===== src/ebs_consts.vh =====
// Constants for the serial memory write-busy status block
// How it works
// RL1 - Array locked, commands ignored during write
// RL2 - CS low after write command starts cycle
// RL3 - Host waits 10ms or polls DO
// RL4 - CS high: DO low busy, high done
// RL5 - Status valid with no SK edges
// RL6 - DO stays high whenever selected until cleared
// RL7 - Clocked-in start bit clears ready indication
// RL8 - Host may send lone start bit to clear
// RL9 - CS low: DO in high impedance
`ifndef EBS_CONSTS_VH
`define EBS_CONSTS_VH

// Clock rate and self-timed write length
`define EBS_CLK_KHZ    10000
`define EBS_TWR_US     10000
`define EBS_TWR_CYC    ((`EBS_TWR_US * `EBS_CLK_KHZ) / 1000)
`define EBS_TMR_W      17

// Command layout: start bit, two opcode bits, address, data
`define EBS_OP_W       2
`define EBS_ADDR_W     7
`define EBS_DATA_W     8
`define EBS_CNT_W      6

// Opcodes
`define EBS_OP_EXT     2'h0
`define EBS_OP_WRITE   2'h1
`define EBS_OP_READ    2'h2
`define EBS_OP_ERASE   2'h3

// Extended-opcode selectors in the two top address bits
`define EBS_EXT_WRALL  2'h1
`define EBS_EXT_ERALL  2'h2

// Input synchroniser depth
`define EBS_SYNC_N     3

`endif


===== src/ebs_sync.v =====
// Three-stage pin synchroniser with agreement filter
`default_nettype none

module ebs_sync #(
  parameter W = 1
) (
  input  wire         clock,
  input  wire         rstn,
  input  wire [W-1:0] pin_in,
  output reg  [W-1:0] level_out
);

  reg [W-1:0] s1_r;
  reg [W-1:0] s2_r;
  reg [W-1:0] s3_r;

  // Output follows only when the second and third stages agree
  always @(posedge clock) begin
    if (!rstn) begin
      s1_r      <= {W{1'b0}};
      s2_r      <= {W{1'b0}};
      s3_r      <= {W{1'b0}};
      level_out <= {W{1'b0}};
    end else begin
      s1_r <= pin_in;
      s2_r <= s1_r;
      s3_r <= s2_r;
      level_out <= ((s2_r ~^ s3_r) & s3_r) | ((s2_r ^ s3_r) & level_out);
    end
  end

endmodule // ebs_sync

`default_nettype wire


===== src/ebs_status.v =====
// Serial memory front end: command capture, self-timed write and ready/busy status on DO
`include "ebs_consts.vh"
`default_nettype none

module ebs_status #(
  parameter ADDR_W    = `EBS_ADDR_W,
  parameter DATA_W    = `EBS_DATA_W,
  parameter TMR_W     = `EBS_TMR_W,
  parameter WR_CYCLES = `EBS_TWR_CYC
) (
  input  wire              clock,
  input  wire              rstn,
  input  wire              cs,
  input  wire              sk,
  input  wire              di,
  output reg               do_out,
  output reg               do_oe,
  output reg               wr_go,
  output reg  [1:0]        wr_op,
  output reg  [ADDR_W-1:0] wr_addr,
  output reg  [DATA_W-1:0] wr_data,
  output reg               wr_busy,
  output reg               array_open
);

  localparam [1:0] ST_IDLE  = 2'h0;
  localparam [1:0] ST_SHIFT = 2'h1;
  localparam [1:0] ST_BUSY  = 2'h2;
  localparam [1:0] ST_SKIP  = 2'h3;

  // Counts worked out at full width, then cut to the counter widths
  localparam integer CNT_ADDR_I = `EBS_OP_W;
  localparam integer CNT_DATA_I = `EBS_OP_W + ADDR_W;
  localparam integer CNT_FULL_I = `EBS_OP_W + ADDR_W + DATA_W;
  localparam integer TMR_LAST_I = WR_CYCLES - 1;

  localparam [`EBS_CNT_W-1:0] CNT_ADDR = CNT_ADDR_I[`EBS_CNT_W-1:0];
  localparam [`EBS_CNT_W-1:0] CNT_DATA = CNT_DATA_I[`EBS_CNT_W-1:0];
  localparam [`EBS_CNT_W-1:0] CNT_FULL = CNT_FULL_I[`EBS_CNT_W-1:0];
  localparam [TMR_W-1:0]      TMR_LAST = TMR_LAST_I[TMR_W-1:0];

  wire [2:0] pins_s;
  wire       cs_s;
  wire       sk_s;
  wire       di_s;

  ebs_sync #(
    .W (3)
  ) i_ebs_sync (
    .clock     (clock),
    .rstn      (rstn),
    .pin_in    ({cs, sk, di}),
    .level_out (pins_s)
  );

  assign cs_s = pins_s[2];
  assign sk_s = pins_s[1];
  assign di_s = pins_s[0];

  reg                  cs_q_r;
  reg                  sk_q_r;
  reg [1:0]            st_r;
  reg [1:0]            st_nxt;
  reg [`EBS_CNT_W-1:0] cnt_r;
  reg [1:0]            op_r;
  reg [ADDR_W-1:0]     addr_r;
  reg [DATA_W-1:0]     data_r;
  reg [TMR_W-1:0]      tmr_r;
  reg                  rdy_r;
  reg                  pend_r;

  wire sk_rise = sk_s & ~sk_q_r;
  wire cs_fall = ~cs_s & cs_q_r;
  wire clk_in  = cs_s & sk_rise;
  wire tmr_end = (tmr_r == TMR_LAST);

  // Write-type decode and the number of bits it needs after the start bit
  reg                  is_wr;
  reg [`EBS_CNT_W-1:0] need;
  always @* begin
    is_wr = 1'b0;
    need  = CNT_DATA;
    case (op_r)
      `EBS_OP_WRITE: begin
        is_wr = 1'b1;
        need  = CNT_FULL;
      end
      `EBS_OP_ERASE: begin
        is_wr = 1'b1;
      end
      `EBS_OP_EXT: begin
        if (addr_r[ADDR_W-1 -: 2] == `EBS_EXT_WRALL) begin
          is_wr = 1'b1;
          need  = CNT_FULL;
        end else if (addr_r[ADDR_W-1 -: 2] == `EBS_EXT_ERALL) begin
          is_wr = 1'b1;
        end
      end
      default: begin
        is_wr = 1'b0;
      end
    endcase
  end

  wire cmd_done = is_wr && (cnt_r >= need) && (cnt_r >= CNT_DATA);

  // Frame and write-cycle sequencer
  always @* begin
    st_nxt = st_r;
    case (st_r)
      ST_IDLE: begin
        if (clk_in && di_s) begin
          st_nxt = ST_SHIFT;
        end
      end
      ST_SHIFT: begin
        if (cs_fall) begin
          st_nxt = cmd_done ? ST_BUSY : ST_IDLE; // [RL2]
        end else if (clk_in && cnt_r == CNT_FULL) begin
          st_nxt = ST_SKIP;
        end
      end
      ST_BUSY: begin
        if (tmr_end) begin
          st_nxt = ST_IDLE; // [RL1]
        end
      end
      ST_SKIP: begin
        if (cs_fall) begin
          st_nxt = cmd_done ? ST_BUSY : ST_IDLE; // [RL2]
        end
      end
      default: begin
        st_nxt = ST_IDLE;
      end
    endcase
  end

  always @(posedge clock) begin
    if (!rstn) begin
      cs_q_r <= 1'b0;
      sk_q_r <= 1'b0;
      st_r   <= ST_IDLE;
      cnt_r  <= {`EBS_CNT_W{1'b0}};
      op_r   <= 2'h0;
      addr_r <= {ADDR_W{1'b0}};
      data_r <= {DATA_W{1'b0}};
      tmr_r  <= {TMR_W{1'b0}};
    end else begin
      cs_q_r <= cs_s;
      sk_q_r <= sk_s;
      st_r   <= st_nxt;
      if (st_r == ST_IDLE) begin
        cnt_r <= {`EBS_CNT_W{1'b0}};
        op_r  <= 2'h0;
      end else if (st_r == ST_SHIFT && clk_in && cnt_r < CNT_FULL) begin
        cnt_r <= cnt_r + 1'b1;
        if (cnt_r < CNT_ADDR) begin
          op_r <= {op_r[0], di_s};
        end else if (cnt_r < CNT_DATA) begin
          addr_r <= {addr_r[ADDR_W-2:0], di_s};
        end else begin
          data_r <= {data_r[DATA_W-2:0], di_s};
        end
      end
      // Self-timed write runs regardless of the pins
      if (st_r == ST_BUSY) begin
        tmr_r <= tmr_end ? {TMR_W{1'b0}} : tmr_r + 1'b1; // [RL1]
      end else begin
        tmr_r <= {TMR_W{1'b0}};
      end
    end
  end

  // Ready indication: set at write end, cleared by a clocked-in start bit
  always @(posedge clock) begin
    if (!rstn) begin
      rdy_r  <= 1'b0;
      pend_r <= 1'b0;
    end else begin
      if (st_r == ST_BUSY && tmr_end) begin
        rdy_r <= 1'b1; // [RL6]
      end else if (st_r == ST_IDLE && clk_in && di_s) begin
        rdy_r <= 1'b0; // [RL7]
      end
      if (st_nxt == ST_BUSY && st_r != ST_BUSY) begin
        pend_r <= 1'b1;
      end else if (st_r == ST_IDLE && clk_in && di_s) begin
        pend_r <= 1'b0; // [RL7]
      end
    end
  end

  // Array-side write request and lockout
  always @(posedge clock) begin
    if (!rstn) begin
      wr_go      <= 1'b0;
      wr_op      <= 2'h0;
      wr_addr    <= {ADDR_W{1'b0}};
      wr_data    <= {DATA_W{1'b0}};
      wr_busy    <= 1'b0;
      array_open <= 1'b1;
    end else begin
      wr_go <= 1'b0;
      if (st_nxt == ST_BUSY && st_r != ST_BUSY) begin
        wr_go   <= 1'b1; // [RL2]
        wr_op   <= op_r;
        wr_addr <= addr_r;
        wr_data <= data_r;
      end
      wr_busy    <= (st_nxt == ST_BUSY);
      array_open <= (st_nxt != ST_BUSY); // [RL1]
    end
  end

  // Status on DO follows CS while a write is pending or ready; SK plays no part
  always @(posedge clock) begin
    if (!rstn) begin
      do_out <= 1'b0;
      do_oe  <= 1'b0;
    end else begin
      if (cs_s && (pend_r || rdy_r)) begin
        do_oe  <= 1'b1; // [RL5]
        do_out <= rdy_r && st_r != ST_BUSY; // [RL4] [RL6]
      end else begin
        do_oe  <= 1'b0; // [RL9]
        do_out <= 1'b0;
      end
    end
  end

endmodule // ebs_status

`default_nettype wire


===== config.mk =====
export PLATFORM = sky130hd
export DESIGN_NAME = ebs_status
export DESIGN_NICKNAME = d
export VERILOG_FILES = /design/src/ebs_sync.v /design/src/ebs_status.v
export VERILOG_INCLUDE_DIRS = /design/src /design/src/src
export SDC_FILE = /design/constraint.sdc
export NUM_CORES = 1
export LEC_CHECK = 0
export BUFFER_PORTS_ARGS = -buffer_cell sky130_fd_sc_hd__buf_4
export CORE_MARGIN = 2
export CORE_UTILIZATION = 45
export DETAILED_ROUTE_END_ITERATION = 10
export SYNTH_ARGS = -nofsm -noshare
export SYNTH_HDL_FRONTEND = slang
export SYNTH_HIERARCHICAL = 1
export SYNTH_SLANG_ARGS = --single-unit

===== constraint.sdc =====
create_clock -name clock -period 2.5 [get_ports clock]
set_input_delay 0.25 -clock clock [delete_from_list [all_inputs] [get_ports clock]]
set_output_delay 0.25 -clock clock [all_outputs]
set_load 0.1 [all_outputs]

==> run metrics, run 1 <==
adder-cell share of the synthesized area 4.07%; Hold Fails Final Rpt 0; CTS clk-pin slew, worst paths ~0.07 ns; Yosys Warn Count 6; FF+latch count, synth 80; core area around 6700 µm²; slowest CP cell dfxtp_1; kind of critical path reg -> reg; Post-CTS Setup Inserts 0; GRT Residual Overflow 0; Leak between 1 and 1.5 nW; CP arrival 2.40 ns; # setup viols final 0; placed cell area 3330 µm²; DRT antenna net count 0; status completed; Detail Placement HPWL roughly 3500 µm; CTS root buf clkbuf_8; Detailed Route WL 5130 µm; Die H 86.7 µm; # nets final between 300 and 400; worst slew pin tran 0.585 ns; pins over their slew limit 0; power per cell area 674 nW/µm²; xor/xnor cell area share of the yosys netlist 4.84%; number of port buffers 26; first-pass GRT wire length 9230 µm; RD Place Congestion 0.729; iteration-0 DRC count of the detailed router 77; crit-path max FO 34; Synth Area in Simple Gates 23.3%; Peak Freq 466 MHz; crit path capture type flop; Crit path max-delay family compound AO/OA/AOI/OAI gates; Seq/Total Area, Yosys between 50% and 60%; hold_buf cts 0; Synth Area in Compound Gates 8.82%; largest family of logic cells by synthesized area simple AND/OR/NAND/NOR gates; final hold slack roughly 0.11 ns; DP Worst Slack 0.371 ns; Yosys top cell by area dfxtp_1; Initial Util 45.8%; FILL cells 626; Max VDD drop 320 µV; worst path required time around 2.8 ns; Design Area, Final 3560 µm²; RSZ-0062 raised after global routing no; Num Clock Sinks 80; Hold/Removal Path Class in -> reg; post-route setup slack 0.355 ns; CTS resizes 0; CTS H-Tree Depth 3; GRT Overall Usage 15.5%; maximum clock insertion buffer count 2; syn_area_per_cell 9.47 µm²; DR pass1 iterations 4; initial antenna violation count 0; WP buf/inv 3; worst skew pair latency ~0.35 ns; layout cells sized above 1 13.8%; Die Span X approximately 87 µm; Slew HR 60.7%; Period minus WS final 2.15 ns; commonest non-fill, non-tap cells in the layout dfxtp_1, nand3_1, nor2_1, o21ai_0, buf_4; Routed WL per cell roughly 12 µm; mux share of post-synthesis cell area 3.58%; vias in the first global route 2,098; Period Utilization, post-route 85.8%; CP Launch Type flop; TritonCTS clock tree yes; critical path cell sequence inv_1, ha_1, nor2_1, nor2_1, inv_1, ha_1, a211o_1, a31oi_1, a211o_1, buf_12, nand3_1, o31ai_1; Synth top area share between 50% and 60%; Vias between 2,000 and 2,500; Post-Route Setup TNS 0 ns; # DRC 0; synthesized net count 340; slowest stage delay, CP between 0.3 and 0.4 ns; total die area 7510 µm²; commonest non-fill, non-tap cell in the layout dfxtp_1; Core Rows 30; mapped cell area 3080 µm²; Via density 5.06; CTS Buf Count 9; Netlist cell types 40; largest net degree at the start of global routing 58; # diodes 0; Syn Inst Count 325; io pins 27; Area Overhead vs Synth 15.9%; Clock Skew ~0.008 ns; max cap viols 0; Synth area leaders dfxtp_1, nand3_1, o21ai_0
-- cell families after synthesis --
family	after synthesis
flip-flops	80
buffers and inverters	23
multiplexers	11
AO/OA/AOI/OAI	48
adder cells (fa/ha/maj)	10
AND/OR/NAND/NOR	136
XOR/XNOR	17
-- cell type report --
type | count | area [µm²] | share of cell area (%)
inverter | 8 | 30.0 | 0.842
tap | 80 | 100 | 2.81
timing repair buffer | 28 | 223 | 6.25
clock inverter | 4 | 73.8 | 2.07
sequential | 80 | 1600 | 44.9
multi-input combinational | 222 | 1370 | 38.5
clock buffer | 12 | 165 | 4.63
-- cells in the mapped netlist --
master,number
o21ai_0,27
nand3b_4,1
inv_1,8
o21a_1,2
clkbuf_1,8
nand2_2,1
nand2_1,25
and3_1,7
nor4b_4,1
nand2b_1,2
o2111ai_1,1
ha_1,10
xnor2_1,3
a31oi_1,1
nor2_1,33
a41oi_1,2
o21ai_1,3
nor4_1,1
a211o_1,2
a21oi_1,8
nand4_1,4
and4b_1,1
buf_6,1
or4b_2,1
or3_1,1
and2_1,11
buf_1,2
a2bb2oi_1,1
nor2b_1,2
nand3_1,37
nor3_1,2
buf_4,2
buf_2,2
and4_1,4
or3b_1,1
mux2i_1,11
xor2_1,14
nor2b_4,1
o31ai_1,1
dfxtp_1,80
-- per-stage QoR --
stage               total power [mW]  utilization, %  instances
CTS                             2.44            53.1        434
floorplan                       1.33               -        325
finish                          2.40            53.1        434
detailed placement              1.34            49.5        418
global route                    2.50            53.1        434
global placement                1.34            49.5        418
-- per-layer routing --
metal  GRT usage [%]  part of all wire (%)  vias up
met5               0                     0        -
met4            7.67                   2.2        0
met3            4.00                   3.3       10
met2            24.3                    44       36
met1            19.8                    51      986
li1                -                     -     1164
-- sequential cells by signal, indices dropped and copies added (netlist names), 2 cells and up --
register	count
i_ebs_sync/s2_r	3
i_ebs_sync/s1_r	3
addr_r	7
i_ebs_sync/level_out	3
wr_op	2
data_r	8
i_ebs_sync/s3_r	3
op_r	2
st_r	2
wr_data	8
cnt_r	6
wr_addr	7
tmr_r	17
-- path summary, 6_finish.rpt --
check	slack (ns)	from	endpoint	depth (start not counted)
min	0.11	sk	i_ebs_sync/s1_r[1]$_SDFF_PN0_	2
max reg2reg	0.35	addr_r[6]$_SDFFE_PN0P_	wr_addr[6]$_SDFFE_PN0P_	12
max	0.35	addr_r[6]$_SDFFE_PN0P_	wr_addr[6]$_SDFFE_PN0P_	12
min reg2reg	0.43	i_ebs_sync/s1_r[0]$_SDFF_PN0_	i_ebs_sync/s2_r[0]$_SDFF_PN0_	1
-- power breakdown --
| part | total, mW | internal [mW] | leakage, nW | switching, mW |
|---|---|---|---|---|
| clock | 1.10 | 0.646 | 0.123 | 0.450 |
| combinational | 0.0273 | 0.0103 | 0.696 | 0.0170 |
| sequential | 1.28 | 1.28 | 0.646 | 0.00193 |
| total | 2.40 | 1.94 | 1.46 | 0.468 |
Note: power is estimated with default switching activity, not from simulation.
==> run 2: changes to the inputs <==
Settings changed: CORE_UTILIZATION 45 to 50, PLACE_DENSITY set to 0.69.
==> run 2 against run 1 <==
  * Count of clock-buffer cells in the layout increased by 1
  * Global-route usage increased by 1.3 points
  * First-iteration DRC count decreased by 2.6%
  * Non-clock buffer count increased by 1
  * Sequential share of layout area increased by 0.66 points
  * Core utilization increased by 6.3 points
  * Register-to-register slack about the same
==> run metrics, run 2 (same netlist as run 1, synthesis figures left out) <==
Clock Skew 0.00908 ns (was 0.00800 ns); Routed WL per cell 12.2 µm (was 11.8 µm); GRT Residual Overflow 0 (unchanged); Via density 5.18 (was 5.06); power per cell area 641 nW/µm² (was 674 nW/µm²); Leak 1.44 nW (was 1.46 nW); total power 2.25 mW (was 2.40 mW); worst slew pin tran 0.599 ns (was 0.585 ns); Switching Share 19.9% (was 19.5%); slowest CP cell dfxtp_1 (unchanged); CP Launch Type flop (unchanged); Detail Placement HPWL 3530 µm (was 3500 µm); # nets final 365 (was 364); Hold/Removal Path Class in -> reg (unchanged); RSZ-0062 raised after global routing no (unchanged); core area 5920 µm² (was 6720 µm²); largest net degree at the start of global routing 58 (unchanged); CTS resizes 0 (unchanged); clock group share of total power 41.9% (was 45.6%); total die area 6800 µm² (was 7510 µm²); Int Power 1.80 mW (was 1.94 mW); DP Worst Slack 0.360 ns (was 0.371 ns); Core Rows 28 (was 30); Slew HR 59.8% (was 60.7%); CP arrival 2.39 ns (was 2.40 ns); kind of critical path reg -> reg (unchanged); Period minus WS final 2.15 ns (about the same); Most flops, register tmr_r (unchanged); slowest stage delay, CP 0.31 ns (about the same); Peak Freq 465 MHz (was 466 MHz); Period Utilization, post-route 86.1% (was 85.8%); post-route setup slack 0.348 ns (was 0.355 ns); commonest non-fill, non-tap cells in the layout dfxtp_1, nand3_1, nor2_1, buf_4, o21ai_0 (was dfxtp_1, nand3_1, nor2_1, o21ai_0, buf_4); hold_buf cts 0 (unchanged); Crit path max-delay family compound AO/OA/AOI/OAI gates (unchanged); io pins 27 (unchanged); CTS H-Tree Depth 3 (unchanged); CTS clk-pin slew, worst paths 0.07 ns (about the same); Gate power share 1.2% (was 1.1%); placed insts 414 (was 418); switching power 448 µW (was 468 µW); Die H 82.4 µm (was 86.7 µm); Post-Route Setup TNS 0 ns (unchanged); GRT Overall Usage 16.8% (was 15.5%); Flop pwr share 56.9% (was 53.3%); TritonCTS clock tree yes (unchanged); iteration-0 DRC count of the detailed router 75 (was 77); WP buf/inv 3 (unchanged); worst skew pair latency 0.34 ns (was 0.35 ns); RD Place Congestion 0.768 (was 0.729); critical path cell sequence inv_1, ha_1, nor2_1, nor2_1, inv_1, ha_1, a211o_1, a31oi_1, a211o_1, buf_4, o21ai_1, and4_1 (was inv_1, ha_1, nor2_1, nor2_1, inv_1, ha_1, a211o_1, a31oi_1, a211o_1, buf_12, nand3_1, o31ai_1); DRT antenna net count 0 (unchanged); CTS root buf clkbuf_8 (unchanged); vias in the first global route 2,008 (was 2,098); Die Span X 82.4 µm (was 86.7 µm); CTS Buf Count 9 (unchanged); first-pass GRT wire length 8690 µm (was 9230 µm); DR pass1 iterations 6 (was 4); crit-path max FO 11 (was 34); max FFs per register 17 (unchanged); number of port buffers 26 (unchanged); Num Clock Sinks 80 (unchanged); Area Overhead vs Synth 14.2% (was 15.9%); Vias 2,228 (was 2,196); Hold Fails Final Rpt 0 (unchanged); commonest non-fill, non-tap cell in the layout dfxtp_1 (unchanged); reg2reg setup slack 0.35 ns (about the same); layout cells sized above 1 13.5% (was 13.8%); biggest regs tmr_r (17), data_r (8), wr_data (8) (unchanged); Detailed Route WL 5230 µm (was 5130 µm); Post-CTS Setup Inserts 0 (unchanged); # DRC 0 (unchanged); status completed (unchanged); max cap viols 0 (unchanged); Final Non-Filler Cells 430 (was 434); pins over their slew limit 0 (unchanged); # diodes 0 (unchanged); worst path required time 2.73 ns (was 2.76 ns); Initial Util 52.0% (was 45.8%); # setup viols final 0 (unchanged); maximum clock insertion buffer count 2 (unchanged); crit path capture type flop (unchanged); initial antenna violation count 0 (unchanged); Max VDD drop 418 µV (was 320 µV)
## run 2: cell types whose count changed in the layout (fill, tap and decap cells not counted)
| cell | change |
|---|---|
| clkbuf_8 | -1 |
| inv_6 | -1 |
| clkbuf_1 | +2 |
| buf_12 | -1 |
| buf_4 | +2 |
| clkinv_2 | +1 |
| bufinv_16 | -1 |
## run 2: power groups by stage
stage	Clock [mW]	Sequential (mW)	Combinational [mW]
floorplan	0	1.31	0.0201
global placement	0	1.31	0.0275
detailed placement	0	1.31	0.0281
CTS	0.972	1.28	0.0282
global route	1.03	1.28	0.0312
finish	0.942	1.28	0.0276
## run 2: routing by layer
metal	wire (µm)	track usage (%)	up-vias
met5	0	0	-
met4	82	6.00	0
met3	245	5.87	10
met2	2270	27.1	35
met1	2630	20.7	1009
li1	-	-	1174
## run 2: stage by stage
step	hold slack [ns]	utilization (%)	cell area, µm²
2_1_floorplan	0.377	-	3080
3_3_place_gp	0.408	56.0	3310
3_5_place_dp	0.419	56.0	3310
4_1_cts	0.104	59.3	3510
5_1_grt	0.105	59.3	3510
6_report	0.120	59.3	3510
## run 2: final cells by class
| class | count | area [µm²] |
|---|---|---|
| timing repair buffer | 29 | 218 |
| multi-input combinational | 222 | 1370 |
| inverter | 8 | 30.0 |
| clock buffer | 13 | 159 |
| sequential | 80 | 1600 |
| fill | 534 | 2410 |
| tap | 75 | 93.8 |
| clock inverter | 3 | 40.0 |
## run 2: worst paths after layout
path,cells after the start,start,end
hold / removal,2,cs,i_ebs_sync/s1_r[2]$_SDFF_PN0_
setup / recovery,12,addr_r[6]$_SDFFE_PN0P_,wr_busy$_SDFF_PN0_
hold reg to reg,1,i_ebs_sync/s1_r[1]$_SDFF_PN0_,i_ebs_sync/s2_r[1]$_SDFF_PN0_
setup reg to reg,12,addr_r[6]$_SDFFE_PN0P_,wr_busy$_SDFF_PN0_
